File: config.mk
export PLATFORM = sky130hd
export DESIGN_NAME = dvz_top
export DESIGN_NICKNAME = d
export VERILOG_FILES = /design/src/dvz_top.v /design/src/dvz_ramp.v
export VERILOG_INCLUDE_DIRS = /design/src /design/src/src
export SDC_FILE = /design/constraint.sdc
export NUM_CORES = 1
export LEC_CHECK = 0
export BUFFER_PORTS_ARGS = -buffer_cell sky130_fd_sc_hd__buf_2
export CAP_MARGIN = 20
export CORE_MARGIN = 10
export CORE_UTILIZATION = 50
export CTS_BUF_LIST = sky130_fd_sc_hd__clkbuf_2 sky130_fd_sc_hd__clkbuf_4 sky130_fd_sc_hd__clkbuf_8
export DETAILED_ROUTE_END_ITERATION = 10
export GPL_TIMING_DRIVEN = 0
export HOLD_SLACK_MARGIN = 0.1
export PLACE_DENSITY = 0.68
export SYNTH_ARGS = -nofsm -noshare
export SYNTH_HDL_FRONTEND = slang
export SYNTH_SLANG_ARGS = --single-unit
File: constraint.sdc
create_clock -name ref_clk_in -period 6.35 [get_ports ref_clk_in]
set_input_delay 0.3175 -clock ref_clk_in [delete_from_list [all_inputs] [get_ports ref_clk_in]]
set_output_delay 0.3175 -clock ref_clk_in [all_outputs]
set_load 0.02 [all_outputs]
File: src/dvz_defs.vh
// dvz_defs.vh: constants for the volume, de-emphasis and zero-detect block
// assumes: included by bare name from every design file of the block
`ifndef DVZ_DEFS_VH
`define DVZ_DEFS_VH
// de-emphasis select codes
`define DVZ_DSEL_441 2'h0
`define DVZ_DSEL_OFF 2'h1
`define DVZ_DSEL_48 2'h2
`define DVZ_DSEL_32 2'h3
// one-hot de-emphasis curve output bits
`define DVZ_CRV_441 2'd0
`define DVZ_CRV_48 2'd1
`define DVZ_CRV_32 2'd2
// volume codes
`define DVZ_VOL_RESET 8'hff
`define DVZ_VOL_MUTE 8'h00
`define DVZ_VOL_DSD_MUTE_MAX 8'h02
// data modes
`define DVZ_MODE_PCM 2'h0
`define DVZ_MODE_DSD 2'h1
`define DVZ_MODE_DOP 2'h2
// pcm speed codes
`define DVZ_SPD_NORMAL 3'h0
`define DVZ_SPD_DOUBLE 3'h1
`define DVZ_SPD_QUAD 3'h2
`define DVZ_SPD_OCT 3'h3
`define DVZ_SPD_HEX 3'h4
// ramp step periods in sample ticks
`define DVZ_STEP_00 5'h10
`define DVZ_STEP_01 5'h08
`define DVZ_STEP_10 5'h02
`define DVZ_STEP_11 5'h01
// immediate-apply window after reset release, in sample ticks
`define DVZ_IMM_TICKS 4'ha
// zero detection times in sample ticks
`define DVZ_ZERO_PCM 17'h02000
`define DVZ_ZERO_FAST 17'h10000
`define DVZ_ZERO_DSD 17'h01000
`define DVZ_ZERO_W 17
// zero flag clear delay after soft reset release (4 to 5 ticks)
`define DVZ_RST_CLR_TICKS 3'h4
// full-scale detect times in bit ticks; the DOP ones count sample ticks
`define DVZ_FS_LONG 9'h100
`define DVZ_FS_SHORT 9'h080
`define DVZ_FS_DOP_LONG 9'h010
`define DVZ_FS_DOP_SHORT 9'h008
`endif

File: src/dvz_top.v
// dvz_top.v: volume, de-emphasis select and zero/full-scale flag
// assumes: controls are plain register bit inputs, data synchronous
`timescale 1ns/1ps
`include "dvz_defs.vh"
module dvz_top (
    input wire ref_clk_in,
    input wire srst_in,
    input wire power_down_pin_n_in,
    input wire fs_tick_in,
    input wire bit_tick_in,
    input wire clock_stopped_in,
    input wire soft_reset_bit_in,
    input wire power_on_bit_in,
    input wire [1:0] data_mode_in,
    input wire [2:0] pcm_speed_in,
    input wire [1:0] deemphasis_select_in,
    input wire [1:0] ramp_step_time_in,
    input wire left_vol_we_in,
    input wire right_vol_we_in,
    input wire [7:0] vol_wdata_in,
    input wire fullscale_flag_select_in,
    input wire flag_polarity_invert_in,
    input wire zero_left_en_in,
    input wire zero_right_en_in,
    input wire volume_bypass_select_in,
    input wire fullscale_detect_time_in,
    input wire left_data_zero_in,
    input wire right_data_zero_in,
    input wire dsd_left_bit_in,
    input wire dsd_right_bit_in,
    output reg [7:0] left_volume_level_out,
    output reg [7:0] right_volume_level_out,
    output reg [7:0] left_gain_out,
    output reg [7:0] right_gain_out,
    output reg left_mute_out,
    output reg right_mute_out,
    output reg [2:0] deemph_curve_out,
    output reg left_fullscale_flag_out,
    output reg right_fullscale_flag_out,
    output reg zero_flag_out,
    output reg flag_output_pin_out
);
    // local state
    reg [7:0] left_volume_level_q; // written level, left
    reg [7:0] right_volume_level_q; // written level, right
    reg [3:0] imm_cnt_q; // ticks since soft reset release
    reg run_q; // soft reset released
    reg [2:0] clr_cnt_q; // zero clear delay after release
    reg zero_hold_q; // zero flag forced during reset window
    reg [16:0] zero_cnt_q; // zero persistence count
    reg [8:0] fs_cnt_l_q; // full-scale count, left
    reg [8:0] fs_cnt_r_q; // full-scale count, right
    reg dsd_l_last_q; // previous left dsd bit
    reg dsd_r_last_q; // previous right dsd bit
    wire [7:0] left_ramp; // ramped level, left
    wire [7:0] right_ramp; // ramped level, right
    reg [4:0] step_len; // ticks per code step
    reg [16:0] zero_need; // zero detection time
    reg [8:0] fs_need; // full-scale detection time
    reg zero_now; // selected channels all zero
    wire is_pcm; // pcm mode
    wire is_dop; // dop mode
    wire immediate; // inside immediate-apply window
    wire fs_tick; // full-scale count enable
    wire dsd_bypass; // volume bypass in dsd
    reg flag_src; // flag before polarity
    reg pin_next; // next pin level
    reg [7:0] left_gain_d; // next left gain
    reg [7:0] right_gain_d; // next right gain

    assign is_pcm = (data_mode_in == `DVZ_MODE_PCM);
    assign is_dop = (data_mode_in == `DVZ_MODE_DOP);
    assign immediate = run_q && (imm_cnt_q < `DVZ_IMM_TICKS);
    assign fs_tick = is_dop ? fs_tick_in : bit_tick_in;
    assign dsd_bypass = (data_mode_in == `DVZ_MODE_DSD) &&
                        volume_bypass_select_in;

    // written levels; only power-down or reset restore 0 dB
    always @(posedge ref_clk_in) begin
        if (srst_in || !power_down_pin_n_in) begin
            left_volume_level_q <= `DVZ_VOL_RESET;
            right_volume_level_q <= `DVZ_VOL_RESET;
        end else begin
            // no mode input here, so values survive switches
            if (left_vol_we_in)
                left_volume_level_q <= vol_wdata_in;
            if (right_vol_we_in)
                right_volume_level_q <= vol_wdata_in;
        end
    end

    // step period decode
    always @* begin
        case (ramp_step_time_in)
            2'h0: step_len = `DVZ_STEP_00;
            2'h1: step_len = `DVZ_STEP_01;
            2'h2: step_len = `DVZ_STEP_10;
            default: step_len = `DVZ_STEP_11;
        endcase
    end

    // one ramp per channel, same tick in every mode
    dvz_ramp u_ramp_l (
        .ref_clk_in(ref_clk_in),
        .srst_in(srst_in || !power_down_pin_n_in),
        .tick_in(fs_tick_in),
        .step_len_in(step_len),
        .immediate_in(immediate),
        .hold_in(!run_q),
        .target_in(left_volume_level_q),
        .level_out(left_ramp)
    );
    dvz_ramp u_ramp_r (
        .ref_clk_in(ref_clk_in),
        .srst_in(srst_in || !power_down_pin_n_in),
        .tick_in(fs_tick_in),
        .step_len_in(step_len),
        .immediate_in(immediate),
        .hold_in(!run_q),
        .target_in(right_volume_level_q),
        .level_out(right_ramp)
    );

    // soft reset release tracking for immediate and clear windows
    always @(posedge ref_clk_in) begin
        if (srst_in || !power_down_pin_n_in) begin
            run_q <= 1'b0;
            imm_cnt_q <= 4'h0;
            clr_cnt_q <= 3'h0;
            zero_hold_q <= 1'b1;
        end else if (!soft_reset_bit_in) begin
            run_q <= 1'b0;
            imm_cnt_q <= 4'h0;
            clr_cnt_q <= 3'h0;
            zero_hold_q <= 1'b1;
        end else begin
            run_q <= 1'b1;
            if (fs_tick_in && imm_cnt_q < `DVZ_IMM_TICKS)
                imm_cnt_q <= imm_cnt_q + 4'h1;
            if (fs_tick_in && zero_hold_q) begin
                // release after 4 to 5 ticks
                if (clr_cnt_q == `DVZ_RST_CLR_TICKS)
                    zero_hold_q <= 1'b0;
                else
                    clr_cnt_q <= clr_cnt_q + 3'h1;
            end
        end
    end

    // zero detection time and monitor
    always @* begin
        if (!is_pcm)
            zero_need = `DVZ_ZERO_DSD;
        else if (pcm_speed_in == `DVZ_SPD_OCT ||
                 pcm_speed_in == `DVZ_SPD_HEX)
            zero_need = `DVZ_ZERO_FAST;
        else
            zero_need = `DVZ_ZERO_PCM;
        // all selected channels zero, none selected never
        zero_now = (zero_left_en_in || zero_right_en_in) &&
                   (!zero_left_en_in || left_data_zero_in) &&
                   (!zero_right_en_in || right_data_zero_in);
    end

    // zero persistence counter, cleared by nonzero data on a selected channel
    always @(posedge ref_clk_in) begin
        if (srst_in || !zero_now || dsd_bypass) begin
            zero_cnt_q <= {`DVZ_ZERO_W{1'b0}};
        end else if (fs_tick_in && zero_cnt_q < zero_need) begin
            zero_cnt_q <= zero_cnt_q + 17'h00001;
        end
    end

    // full-scale detect time select
    always @* begin
        if (is_dop)
            fs_need = fullscale_detect_time_in ? `DVZ_FS_DOP_SHORT :
                      `DVZ_FS_DOP_LONG;
        else
            fs_need = fullscale_detect_time_in ? `DVZ_FS_SHORT :
                      `DVZ_FS_LONG;
    end

    // full-scale: count ticks of unchanged dsd bit per channel
    always @(posedge ref_clk_in) begin
        if (srst_in || is_pcm || !run_q) begin
            fs_cnt_l_q <= 9'h000;
            fs_cnt_r_q <= 9'h000;
            dsd_l_last_q <= 1'b0;
            dsd_r_last_q <= 1'b0;
            left_fullscale_flag_out <= 1'b0;
            right_fullscale_flag_out <= 1'b0;
        end else if (fs_tick) begin
            dsd_l_last_q <= dsd_left_bit_in;
            dsd_r_last_q <= dsd_right_bit_in;
            // toggle releases detection
            if (dsd_left_bit_in != dsd_l_last_q)
                fs_cnt_l_q <= 9'h000;
            else if (fs_cnt_l_q < fs_need)
                fs_cnt_l_q <= fs_cnt_l_q + 9'h001;
            if (dsd_right_bit_in != dsd_r_last_q)
                fs_cnt_r_q <= 9'h000;
            else if (fs_cnt_r_q < fs_need)
                fs_cnt_r_q <= fs_cnt_r_q + 9'h001;
            left_fullscale_flag_out <= (dsd_left_bit_in == dsd_l_last_q) &&
                                       (fs_cnt_l_q + 9'h001 >= fs_need);
            right_fullscale_flag_out <= (dsd_right_bit_in == dsd_r_last_q) &&
                                        (fs_cnt_r_q + 9'h001 >= fs_need);
        end
    end

    // effective gain with dsd low-code mute
    always @* begin
        left_gain_d = left_ramp;
        right_gain_d = right_ramp;
        if (!is_pcm && left_ramp <= `DVZ_VOL_DSD_MUTE_MAX)
            left_gain_d = `DVZ_VOL_MUTE;
        if (!is_pcm && right_ramp <= `DVZ_VOL_DSD_MUTE_MAX)
            right_gain_d = `DVZ_VOL_MUTE;
    end

    // flag pin source select
    always @* begin
        if (fullscale_flag_select_in) begin
            if (is_pcm)
                flag_src = 1'b0;
            else if (zero_left_en_in ^ zero_right_en_in)
                flag_src = zero_left_en_in ? left_fullscale_flag_out :
                           right_fullscale_flag_out;
            else
                flag_src = left_fullscale_flag_out ||
                           right_fullscale_flag_out;
        end else if (dsd_bypass) begin
            flag_src = 1'b1;
        end else begin
            flag_src = zero_hold_q || (zero_cnt_q >= zero_need);
        end
        pin_next = flag_src ^ flag_polarity_invert_in;
    end

    // registered outputs
    always @(posedge ref_clk_in) begin
        if (srst_in) begin
            left_volume_level_out <= `DVZ_VOL_RESET;
            right_volume_level_out <= `DVZ_VOL_RESET;
            left_gain_out <= `DVZ_VOL_RESET;
            right_gain_out <= `DVZ_VOL_RESET;
            left_mute_out <= 1'b0;
            right_mute_out <= 1'b0;
            deemph_curve_out <= 3'h0;
            zero_flag_out <= 1'b1;
            flag_output_pin_out <= 1'b1 ^ flag_polarity_invert_in;
        end else begin
            left_volume_level_out <= left_volume_level_q;
            right_volume_level_out <= right_volume_level_q;
            left_gain_out <= left_gain_d;
            right_gain_out <= right_gain_d;
            left_mute_out <= (left_gain_d == `DVZ_VOL_MUTE);
            right_mute_out <= (right_gain_d == `DVZ_VOL_MUTE);
            // stored select untouched by mode
            deemph_curve_out <= 3'h0;
            if (is_pcm && pcm_speed_in == `DVZ_SPD_NORMAL) begin
                case (deemphasis_select_in)
                    `DVZ_DSEL_441: deemph_curve_out[`DVZ_CRV_441] <= 1'b1;
                    `DVZ_DSEL_48: deemph_curve_out[`DVZ_CRV_48] <= 1'b1;
                    `DVZ_DSEL_32: deemph_curve_out[`DVZ_CRV_32] <= 1'b1;
                    default: deemph_curve_out <= 3'h0;
                endcase
            end
            zero_flag_out <= zero_hold_q || (zero_cnt_q >= zero_need);
            if (clock_stopped_in)
                flag_output_pin_out <= (zero_hold_q ||
                    (zero_cnt_q >= zero_need)) ^
                    flag_polarity_invert_in;
            else if (power_on_bit_in)
                flag_output_pin_out <= pin_next;
            // power bit off: pin holds
        end
    end
endmodule

File: src/dvz_ramp.v
// dvz_ramp.v: one channel of soft-ramped volume
// assumes: sample tick is a one-cycle enable from the sample clock divider
`timescale 1ns/1ps
`include "dvz_defs.vh"
module dvz_ramp (
    input wire ref_clk_in,
    input wire srst_in,
    input wire tick_in,
    input wire [4:0] step_len_in,
    input wire immediate_in,
    input wire hold_in,
    input wire [7:0] target_in,
    output reg [7:0] level_out
);
    reg [4:0] cnt_q; // ticks into current step

    // walk one code per step toward target, redirecting on new target
    always @(posedge ref_clk_in) begin
        if (srst_in) begin
            level_out <= `DVZ_VOL_RESET;
            cnt_q <= 5'h00;
        end else if (hold_in) begin
            // level stays put while in reset; target applies after
            cnt_q <= 5'h00;
        end else if (immediate_in) begin
            level_out <= target_in;
            cnt_q <= 5'h00;
        end else if (level_out == target_in) begin
            cnt_q <= 5'h00;
        end else if (tick_in) begin
            if (cnt_q + 5'h01 >= step_len_in) begin
                cnt_q <= 5'h00;
                // one code per step period
                if (level_out < target_in)
                    level_out <= level_out + 8'h01;
                else
                    level_out <= level_out - 8'h01;
            end else begin
                cnt_q <= cnt_q + 5'h01;
            end
        end
    end
endmodule

==> results_dict.tcl, run 1 <==
set metrics [dict create \
    cts_buffers 17 \
    synth_compound_area_frac 0.1573 \
    skew_ns 0.01354 \
    max_stage_delay_ns 0.52 \
    regToRegSetupSlack_ns 2.80 \
    gp_congestion 0.8952 \
    path_max_fanout 7 \
    fin_hold_ws_ns 0.1119 \
    hold_path_class "in -> reg" \
    synth_nets 896 \
    drt_first_pass_iters 5 \
    syn_area_um2 6858 \
    synth_mux_area_frac 0.01533 \
    cp_top_family "compound AO/OA/AOI/OAI gates" \
    worstPathArrival_ns 3.95 \
    nNetsFinal 998 \
    dpl_cell_area_um2 7453 \
    syn_area_per_cell_um2 8.648 \
    drt-vias-per-instance 5.638 \
    antenna_found_initial 0 \
    path_buf_inv 0 \
    drv_slew 0 \
    finalSetupTns_ns 0 \
    remaining_drc_errors 0 \
    post_cts_resized 0 \
    portBuffers 75 \
    drt-initial-drc-count 279 \
    std_cell_rows 42 \
    tightestPinTransition_ns 0.6327 \
    leakage_nw 3.141 \
    wl_met3_mm 1.120 \
    wire_per_inst_um 15.88 \
    grt_setup_unrepaired "false" \
    slew_headroom 0.5778 \
    syn_to_final_growth_pct 15.71 \
    place_hpwl_mm 13.11 \
    grt_pass1_vias 5855 \
    synth_edf_count 1 \
    antenna_cells 0 \
    cts_tree "yes" \
    fp.dieH_um 137.1 \
    grt_usage 0.1835 \
    dieArea_um2 18800 \
    start_util 0.5138 \
    core_area_um2 13350 \
    die_x_um 137.1 \
    synth.top_cell.area_share 0.3737 \
    clock_sinks 129 \
    overflow 0 \
    yosysUniqueCellTypes 55 \
    report.final.hold_viol_count 0 \
    status "finished clean" \
    synth_xor_area_frac 0.06003 \
    finalInstanceArea_um2 7935 \
    p_per_area_nw_per_um2 233.7 \
    synthTopCellsByArea "dfxtp_1, ha_1, xnor2_1" \
    drive_above_1_share 0.1676 \
    required_ns 6.75 \
    fmax_ghz 0.2815 \
    synthAdderAreaFrac 0.1255 \
    highest_layer "met4" \
    synthCells 793 \
    cp-end-kind "register" \
    synth-simple-area-share 0.2217 \
    final_antenna_net_count 0 \
    synth_ff_type "dfxtp_1" \
    grt_start_max_net_pins 17 \
    period_needed_ns 3.553 \
    root_buffer "clkbuf_8" \
    peakVddDrop_v 0.0001188 \
    synth_top_family_by_area "simple AND/OR/NAND/NOR gates" \
    num_vias 6106 \
    ys_ff_latch 129 \
    seq_area_frac_synth 0.3780 \
    yosys_warnings 0 \
    critPathKind "reg -> reg" \
    ios 78 \
    wirelength_mm 17.20 \
    clk_path_buf_depth 2 \
    min_period_over_period 0.5595 \
    cp_cell_sequence "ha_1 -> nor2b_1 -> o211ai_1 -> a21oi_1 -> or3_1 -> ha_1 -> a21oi_1 -> o211ai_1 -> o41ai_1 -> o31ai_1 -> a211o_1 -> nand3_1" \
    async_flop_share 0 \
    hold_buffers 8 \
    yosys.area.top_type "dfxtp_1" \
    cp_slowest_cell "dfxtp_1" \
    insertion_delay_ns 0.46 \
    cts_setup_buffers 0 \
    clk_pin_slew_ns 0.07 \
    cap_violations 0 \
    grt_pass1_wl_mm 27.85 \
    startpoint_type "register" \
    met1Wirelength_mm 7.492 \
    htreeDepth 4 \
    setup_viol 0 \
    dr_wl_met2_mm 8.254 \
]
## cell usage in the layout, fill, tap and decap left out, types with 10 or more instances in the layout
cell / instances
a21oi_1: 48
a221oi_1: 10
buf_2: 80
clkbuf_1: 24
clkbuf_8: 18
dfxtp_1: 128
ha_1: 64
inv_1: 45
nand2_1: 71
nand3_1: 40
nand4_1: 12
nor2_1: 61
nor3_1: 21
o211ai_1: 18
o21ai_0: 32
or2_2: 35
xnor2_1: 34
xor2_1: 13
## stage by stage
stage               worst slack (ns)  cells  total power [mW]  utilization
floorplan                      3.273    793             1.055            -
global placement               3.012   1044             1.117       0.5584
detailed placement             2.883   1044             1.132       0.5584
CTS                            2.826   1083             1.860       0.5945
global route                   2.618   1083             1.935       0.5945
finish                         2.797   1083             1.855       0.5945
## registers in the layout, summed over array words and instances, names as in the netlist, 4 cells and up
name                    flops
fs_cnt_r_q                  9
u_ramp_r.level_out          8
left_volume_level_out       8
right_gain_out              8
u_ramp_l.cnt_q              5
u_ramp_l.level_out          8
left_gain_out               8
zero_cnt_q                 17
fs_cnt_l_q                  9
right_volume_level_out      8
u_ramp_r.cnt_q              5
imm_cnt_q                   4
right_volume_level_q        8
left_volume_level_q         8
## cell usage after synthesis (5+ instances only)
cell and count:
nand4_1 12, a22oi_1 6, nor4_1 8, buf_2 5, inv_1 45, nor2b_1 6
or3_1 8, clkbuf_1 24, a31oi_1 8, and2_1 5, mux2i_1 8, o21ai_0 32
and3_1 5, nor2_1 61, nand3_1 40, xor2_1 13, nor3_1 21, a21oi_1 48
nand2_1 71, xnor2_1 34, dfxtp_1 128, nor3b_1 6, a221oi_1 10, ha_1 64
o31ai_1 6, o211ai_1 18, nand2b_1 8, or2_2 35
## power breakdown
| group | leakage, nW | switching (mW) | internal (mW) |
|---|---|---|---|
| clock network | 0.205 | 0.330 | 0.401 |
| logic | 1.89 | 0.175 | 0.117 |
| registers | 1.05 | 0.00982 | 0.822 |
## cell type report
cell class,instances,area [um^2]
fill,1215,5413
sequential,129,2592
clock inverter,11,138.9
timing repair buffer,83,455.4
inverter,45,168.9
buffer,30,120.1
tap,176,220.2
clock buffer,20,262.8
multi-input combinational,589,3976
## cells by family (layout without fill, tap and decap cells)
family | Yosys count | in the layout
multiplexers | 10 | 10
flip-flops | 129 | 129
adder cells (fa/ha/maj) | 68 | 68
AO/OA/AOI/OAI | 164 | 164
XOR/XNOR | 47 | 47
buffers and inverters | 75 | 189
AND/OR/NAND/NOR | 300 | 300
## metal layers
layer / vias to the layer above / global-route usage
li1: 3024 / -
met1: 2876 / 0.2210
met2: 173 / 0.3040
met3: 33 / 0.05205
met4: 0 / 0.06909
met5: - / 0
## final timing paths
| path | startpoint | cells past startpoint | to |
|---|---|---|---|
| max | u_ramp_r.level_out[1]$_SDFFE_PP1P_ | 12 | u_ramp_r.level_out[7]$_SDFFE_PP1P_ |
| min | vol_wdata_in[4] | 3 | right_volume_level_q[4]$_SDFFE_PP1P_ |
| max reg2reg | u_ramp_r.level_out[1]$_SDFFE_PP1P_ | 12 | u_ramp_r.level_out[7]$_SDFFE_PP1P_ |
| min reg2reg | zero_hold_q$_SDFFE_PP1P_ | 2 | zero_hold_q$_SDFFE_PP1P_ |
## worst reg2reg max path, stage by stage, from the launching register on
cell      delay, ns
dfxtp_1        0.52
ha_1           0.31
nor2b_1        0.13
o211ai_1       0.16
a21oi_1        0.13
or3_1          0.51
ha_1           0.35
a21oi_1        0.22
o211ai_1       0.17
o41ai_1        0.42
o31ai_1        0.18
a211o_1        0.33
nand3_1        0.07
(Power assumes the default switching activity.)
==> run 2, diff against run 1 <==
==> constraint.sdc (replaced) <==
create_clock -name ref_clk_in -period 3.4 [get_ports ref_clk_in]
set_input_delay 0.17 -clock ref_clk_in [delete_from_list [all_inputs] [get_ports ref_clk_in]]
set_output_delay 0.17 -clock ref_clk_in [all_outputs]
set_load 0.02 [all_outputs]
==> results_dict.tcl, run 2 (same netlist as run 1, synthesis figures left out) <==
set metrics [dict create \
    portBuffers 75 \
    power_mw 3.570 \
    critPathKind "reg -> reg" \
    p_seq_frac 0.436 \
    max_stage_delay_ns 0.49 \
    leakage_nw 3.217 \
    antenna_cells 0 \
    setup_viol 0 \
    startpoint_type "register" \
    path_buf_inv 1 \
    internal_power_mw 2.573 \
    fmax_ghz 0.3008 \
    nNetsFinal 1012 \
    ios 78 \
    p_clk_frac 0.383 \
    std_cell_rows 42 \
    overflow 0 \
    grt_usage 0.1844 \
    grt_start_max_net_pins 17 \
    root_buffer "clkbuf_8" \
    grt_pass1_vias 5914 \
    drt-vias-per-instance 5.655 \
    switching_share 0.2793 \
    largestRegisters "zero_cnt_q: 17 flops, fs_cnt_l_q: 9 flops, fs_cnt_r_q: 9 flops" \
    min_period_over_period 0.9779 \
    cp-end-kind "register" \
    required_ns 3.80 \
    gp_congestion 0.8952 \
    hold_path_class "in -> reg" \
    fin_util 0.6136 \
    drt-initial-drc-count 365 \
    wire_per_inst_um 16.09 \
    slew_headroom 0.5728 \
    path_max_fanout 6 \
    comb_power_share 0.182 \
    dieArea_um2 18800 \
    layout_setup_ws_ns 0.07513 \
    syn_to_final_growth_pct 19.43 \
    fillers 1177 \
    insertion_delay_ns 0.47 \
    clk_pin_slew_ns 0.08 \
    cp_slowest_cell "or3_4" \
    num_vias 6203 \
    regMostFlops "zero_cnt_q" \
    fp.dieH_um 137.1 \
    wirelength_mm 17.65 \
    p_per_area_nw_per_um2 435.9 \
    antenna_found_initial 0 \
    status "finished clean" \
    cp_cell_sequence "inv_1 -> ha_1 -> nor2b_1 -> o211ai_1 -> a21oi_2 -> or3_4 -> ha_4 -> nand3_1 -> o211ai_1 -> o41ai_2 -> or4_4 -> a211o_1 -> nand3_1" \
    cts_buffers 17 \
    place_hpwl_mm 13.11 \
    core_area_um2 13350 \
    net-switching-power_mw 0.9970 \
    grt_pass1_wl_mm 28.06 \
    drv_slew 0 \
    fin_cells 1097 \
    start_util 0.5138 \
    remaining_drc_errors 0 \
    tightestPinTransition_ns 0.6401 \
    final_common_cell "dfxtp_1" \
    cp_top_family "simple AND/OR/NAND/NOR gates" \
    report.final.hold_viol_count 0 \
    largest_reg_flops 17 \
    die_x_um 137.1 \
    dp_slack_ns -0.06674 \
    cap_violations 0 \
    cts_tree "yes" \
    final_antenna_net_count 0 \
    layout_common_cells "dfxtp_1, buf_2, nand2_1, nor2_1, ha_1" \
    dp_cells 1044 \
    drive_above_1_share 0.1878 \
    dpl_cell_area_um2 7453 \
    finalInstanceArea_um2 8190 \
    worstPathArrival_ns 3.73 \
    peakVddDrop_v 0.0002266 \
    clk_path_buf_depth 2 \
    multi_input_area_um2 4096 \
    drt_first_pass_iters 5 \
    clock_sinks 129 \
    seq_area_um2 2597 \
    htreeDepth 4 \
    skew_ns 0.01451 \
    period_needed_ns 3.325 \
]
==> run 2: changes by cell type in the layout (fill, tap and decap cells not counted), moves of 4 or more <==
cell	delta
dlygate4sd3_1	+10
ha_1	-7
ha_4	+7
buf_4	+4
dfxtp_1	-4
dfxtp_2	+4
==> run 2: worst register-to-register path, stage by stage, from the launching register on <==
cell and delay (ns):
dfxtp_2 0.37, inv_1 0.07, ha_1 0.30, nor2b_1 0.13, o211ai_1 0.20, a21oi_2 0.11, or3_4 0.49, ha_4 0.32
nand3_1 0.08, o211ai_1 0.30, o41ai_2 0.12, or4_4 0.43, a211o_1 0.27, nand3_1 0.08
==> run 2: worst paths after layout <==
kind	startpoint	endpoint	slack (ns)	depth (start not counted)
setup / recovery	right_volume_level_q[1]$_SDFFE_PP1P_	u_ramp_r.level_out[7]$_SDFFE_PP1P_	0.08	13
hold / removal	pcm_speed_in[0]	deemph_curve_out[2]$_SDFF_PP0_	0.10	4
setup reg to reg	right_volume_level_q[1]$_SDFFE_PP1P_	u_ramp_r.level_out[7]$_SDFFE_PP1P_	0.08	13
hold reg to reg	zero_hold_q$_SDFFE_PP1P_	zero_hold_q$_SDFFE_PP1P_	0.48	2
==> run 2: layout make-up <==
cell class / count / area share
multi-input combinational: 589 / 0.5002
sequential: 129 / 0.3171
timing repair buffer: 97 / 0.07149
clock buffer: 20 / 0.03208
tap: 176 / 0.02689
inverter: 45 / 0.02062
clock inverter: 11 / 0.01696
buffer: 30 / 0.01467
==> run 2: repair_timing <==
item	4_1_cts	5_1_grt
buffers inserted	0	4
resized for setup	3	16
cloned	0	0
pin swaps	0	6
hold endpoints to repair	24	0
setup endpoints to repair	2	3
hold buffers	18	0
==> run 2: power groups by stage <==
stage | Clock [mW] | Combinational (mW) | Sequential, mW
final | 1.37 | 0.649 | 1.55
after global routing | 1.46 | 0.705 | 1.56
after CTS | 1.38 | 0.549 | 1.55
after detailed placement | 0 | 0.526 | 1.59
after global placement | 0 | 0.499 | 1.59
after floorplan | 0 | 0.376 | 1.59
==> run 2: stage by stage <==
stage,hold WS (ns),TNS (ns)
2_1_floorplan,0.2461,0
3_3_place_gp,0.3592,0
3_5_place_dp,0.3672,-0.06674
4_1_cts,0.1072,0
5_1_grt,0.1221,-0.03047
6_report,0.1000,0
==> run 2: per-layer routing <==
layer  up-vias  GRT usage  routed length [um]
li1       3056          -                   -
met1      2918     0.2214                7577
met2       182     0.3064                8453
met3        47    0.04765                1163
met4         0    0.07611                 460
met5         -          0                   0
==> run 3, diff against run 2 <==
--- a/config.mk
+++ b/config.mk
@@ -14,7 +14,7 @@
 export DETAILED_ROUTE_END_ITERATION = 10
 export GPL_TIMING_DRIVEN = 0
 export HOLD_SLACK_MARGIN = 0.1
-export PLACE_DENSITY = 0.68
+export PLACE_DENSITY_LB_ADDON = 0.12
 export SYNTH_ARGS = -nofsm -noshare
 export SYNTH_HDL_FRONTEND = slang
 export SYNTH_SLANG_ARGS = --single-unit
==> results_dict.tcl, run 3 (same netlist as run 1, synthesis figures left out) <==
set metrics [dict create \
    fp.dieH_um 137.1 \
    skew_ns 0.01192 \
    grt_pass1_wl_mm 28.55 \
    root_buffer "clkbuf_8" \
    max_stage_delay_ns 0.48 \
    setup_viol 0 \
    drt_first_pass_iters 5 \
    final_common_cell "dfxtp_1" \
    switching_share 0.2716 \
    fmax_ghz 0.3014 \
    grt_setup_unrepaired "true" \
    grt_pass1_vias 5848 \
    cp_slowest_cell "or3_4" \
    clock_sinks 129 \
    clk_path_buf_depth 2 \
    final_antenna_net_count 0 \
    htreeDepth 4 \
    tightestPinTransition_ns 0.6151 \
    internal_power_mw 2.582 \
    status "finished clean" \
    cts_buffers 17 \
    path_max_fanout 7 \
    core_area_um2 13350 \
    num_vias 6047 \
    dp_slack_ns -0.09968 \
    p_seq_frac 0.439 \
    fin_hold_ws_ns 0.1055 \
    gp_congestion 0.8695 \
    syn_to_final_growth_pct 19.21 \
    drt-vias-per-instance 5.512 \
    worstPathArrival_ns 3.72 \
    dpl_cell_area_um2 7453 \
    slew_headroom 0.5819 \
    cap_violations 0 \
    hold_path_class "in -> reg" \
    wirelength_mm 17.57 \
    report.final.hold_viol_count 0 \
    peakVddDrop_v 0.0002307 \
    place_hpwl_mm 12.94 \
    finalSetupTns_ns 0 \
    leakage_nw 3.220 \
    fin_cells 1097 \
    min_period_over_period 0.9758 \
    p_clk_frac 0.385 \
    net-switching-power_mw 0.9628 \
    grt_start_max_net_pins 17 \
    nNetsFinal 1011 \
    cp-end-kind "register" \
    ios 78 \
    antenna_found_initial 1 \
    drv_slew 0 \
    cp_top_family "simple AND/OR/NAND/NOR gates" \
    portBuffers 75 \
    grt_usage 0.1877 \
    cp_cell_sequence "inv_1 -> ha_1 -> nor2b_1 -> o211ai_1 -> a21oi_1 -> or3_4 -> ha_4 -> nand3_1 -> o211ai_1 -> o41ai_2 -> or4_1 -> a211o_1 -> nand3_1" \
    std_cell_rows 42 \
    largest_reg_flops 17 \
    required_ns 3.80 \
    largestRegisters "zero_cnt_q: 17 flops, fs_cnt_l_q: 9 flops, fs_cnt_r_q: 9 flops" \
    drt-initial-drc-count 410 \
    dp_cells 1044 \
    overflow 0 \
    cts_tree "yes" \
    clk_pin_slew_ns 0.07 \
    wire_per_inst_um 16.01 \
    startpoint_type "register" \
    p_per_area_nw_per_um2 433.6 \
    period_needed_ns 3.318 \
    insertion_delay_ns 0.46 \
    dieArea_um2 18800 \
    path_buf_inv 1 \
    comb_power_share 0.176 \
    die_x_um 137.1 \
    layout_common_cells "dfxtp_1, buf_2, nand2_1, nor2_1, ha_1" \
    drive_above_1_share 0.1804 \
    remaining_drc_errors 0 \
    start_util 0.5138 \
    regMostFlops "zero_cnt_q" \
    critPathKind "reg -> reg" \
    layout_setup_ws_ns 0.08214 \
    finalInstanceArea_um2 8175 \
]
[run 3: cell count changes in the layout (fill, tap and decap cells not counted), moves of 2 or more]
cell           previous run  this run
clkbuf_8                 18        22
buf_4                     4         1
clkbuf_4                  2         4
clkinv_2                  5         3
clkinvlp_4                2         0
dlygate4sd3_1            18        20
[run 3: worst paths after layout]
| kind | slack, ns | to | cells after the start | from |
|---|---|---|---|---|
| hold / removal | 0.11 | left_volume_level_q[3]$_SDFFE_PP1P_ | 2 | left_vol_we_in |
| setup / recovery | 0.08 | u_ramp_r.level_out[7]$_SDFFE_PP1P_ | 13 | right_volume_level_q[1]$_SDFFE_PP1P_ |
| hold reg to reg | 0.47 | zero_hold_q$_SDFFE_PP1P_ | 2 | zero_hold_q$_SDFFE_PP1P_ |
| setup reg to reg | 0.08 | u_ramp_r.level_out[7]$_SDFFE_PP1P_ | 13 | right_volume_level_q[1]$_SDFFE_PP1P_ |
[run 3: area by class of cell]
| class | count | area (um^2) |
|---|---|---|
| Fill cell | 1208 | 5172 |
| Multi-Input combinational cell | 589 | 4076 |
| Sequential cell | 129 | 2596 |
| Timing Repair Buffer | 96 | 583.1 |
| Clock buffer | 26 | 332.8 |
| Tap cell | 176 | 220.2 |
| Inverter | 45 | 168.9 |
| Buffer | 30 | 120.1 |
| Clock inverter | 5 | 75.07 |
| Antenna cell | 1 | 2.502 |
[run 3: layer usage]
metal	up-vias	wire length (um)	global-route usage
met2	117	8559	0.3086
li1	3048	-	-
met1	2856	7920	0.2375
met3	26	776	0.03959
met4	0	308	0.06616
met5	-	0	0
[run 3: worst register-to-register path, cell delays in order, from the launching register on]
cell	delay, ns
dfxtp_2	0.37
inv_1	0.06
ha_1	0.30
nor2b_1	0.13
o211ai_1	0.16
a21oi_1	0.14
or3_4	0.48
ha_4	0.33
nand3_1	0.08
o211ai_1	0.31
o41ai_2	0.12
or4_1	0.44
a211o_1	0.28
nand3_1	0.08
[run 3: stage by stage]
step / total power, mW / utilization
after floorplan: 1.970 / -
after global placement: 2.092 / 0.5584
after detailed placement: 2.115 / 0.5584
after CTS: 3.494 / 0.6048
after global routing: 3.696 / 0.6125
final: 3.545 / 0.6125
[run 3: timing repair]
action                     in CTS  in global routing
hold buffers                   20                  0
setup buffers                   0                  1
setup endpoints to repair       2                  2
pin swaps                       0                  2
resized for setup               3                 11
hold endpoints to repair       24                  0
[run 3: power by group through the flow]
stage               logic [mW]  registers [mW]  clock network, mW
floorplan                0.376            1.59                  0
global placement         0.505            1.59                  0
detailed placement       0.528            1.59                  0
CTS                      0.557            1.55               1.38
global route             0.694            1.56               1.45
finish                   0.625            1.55               1.37
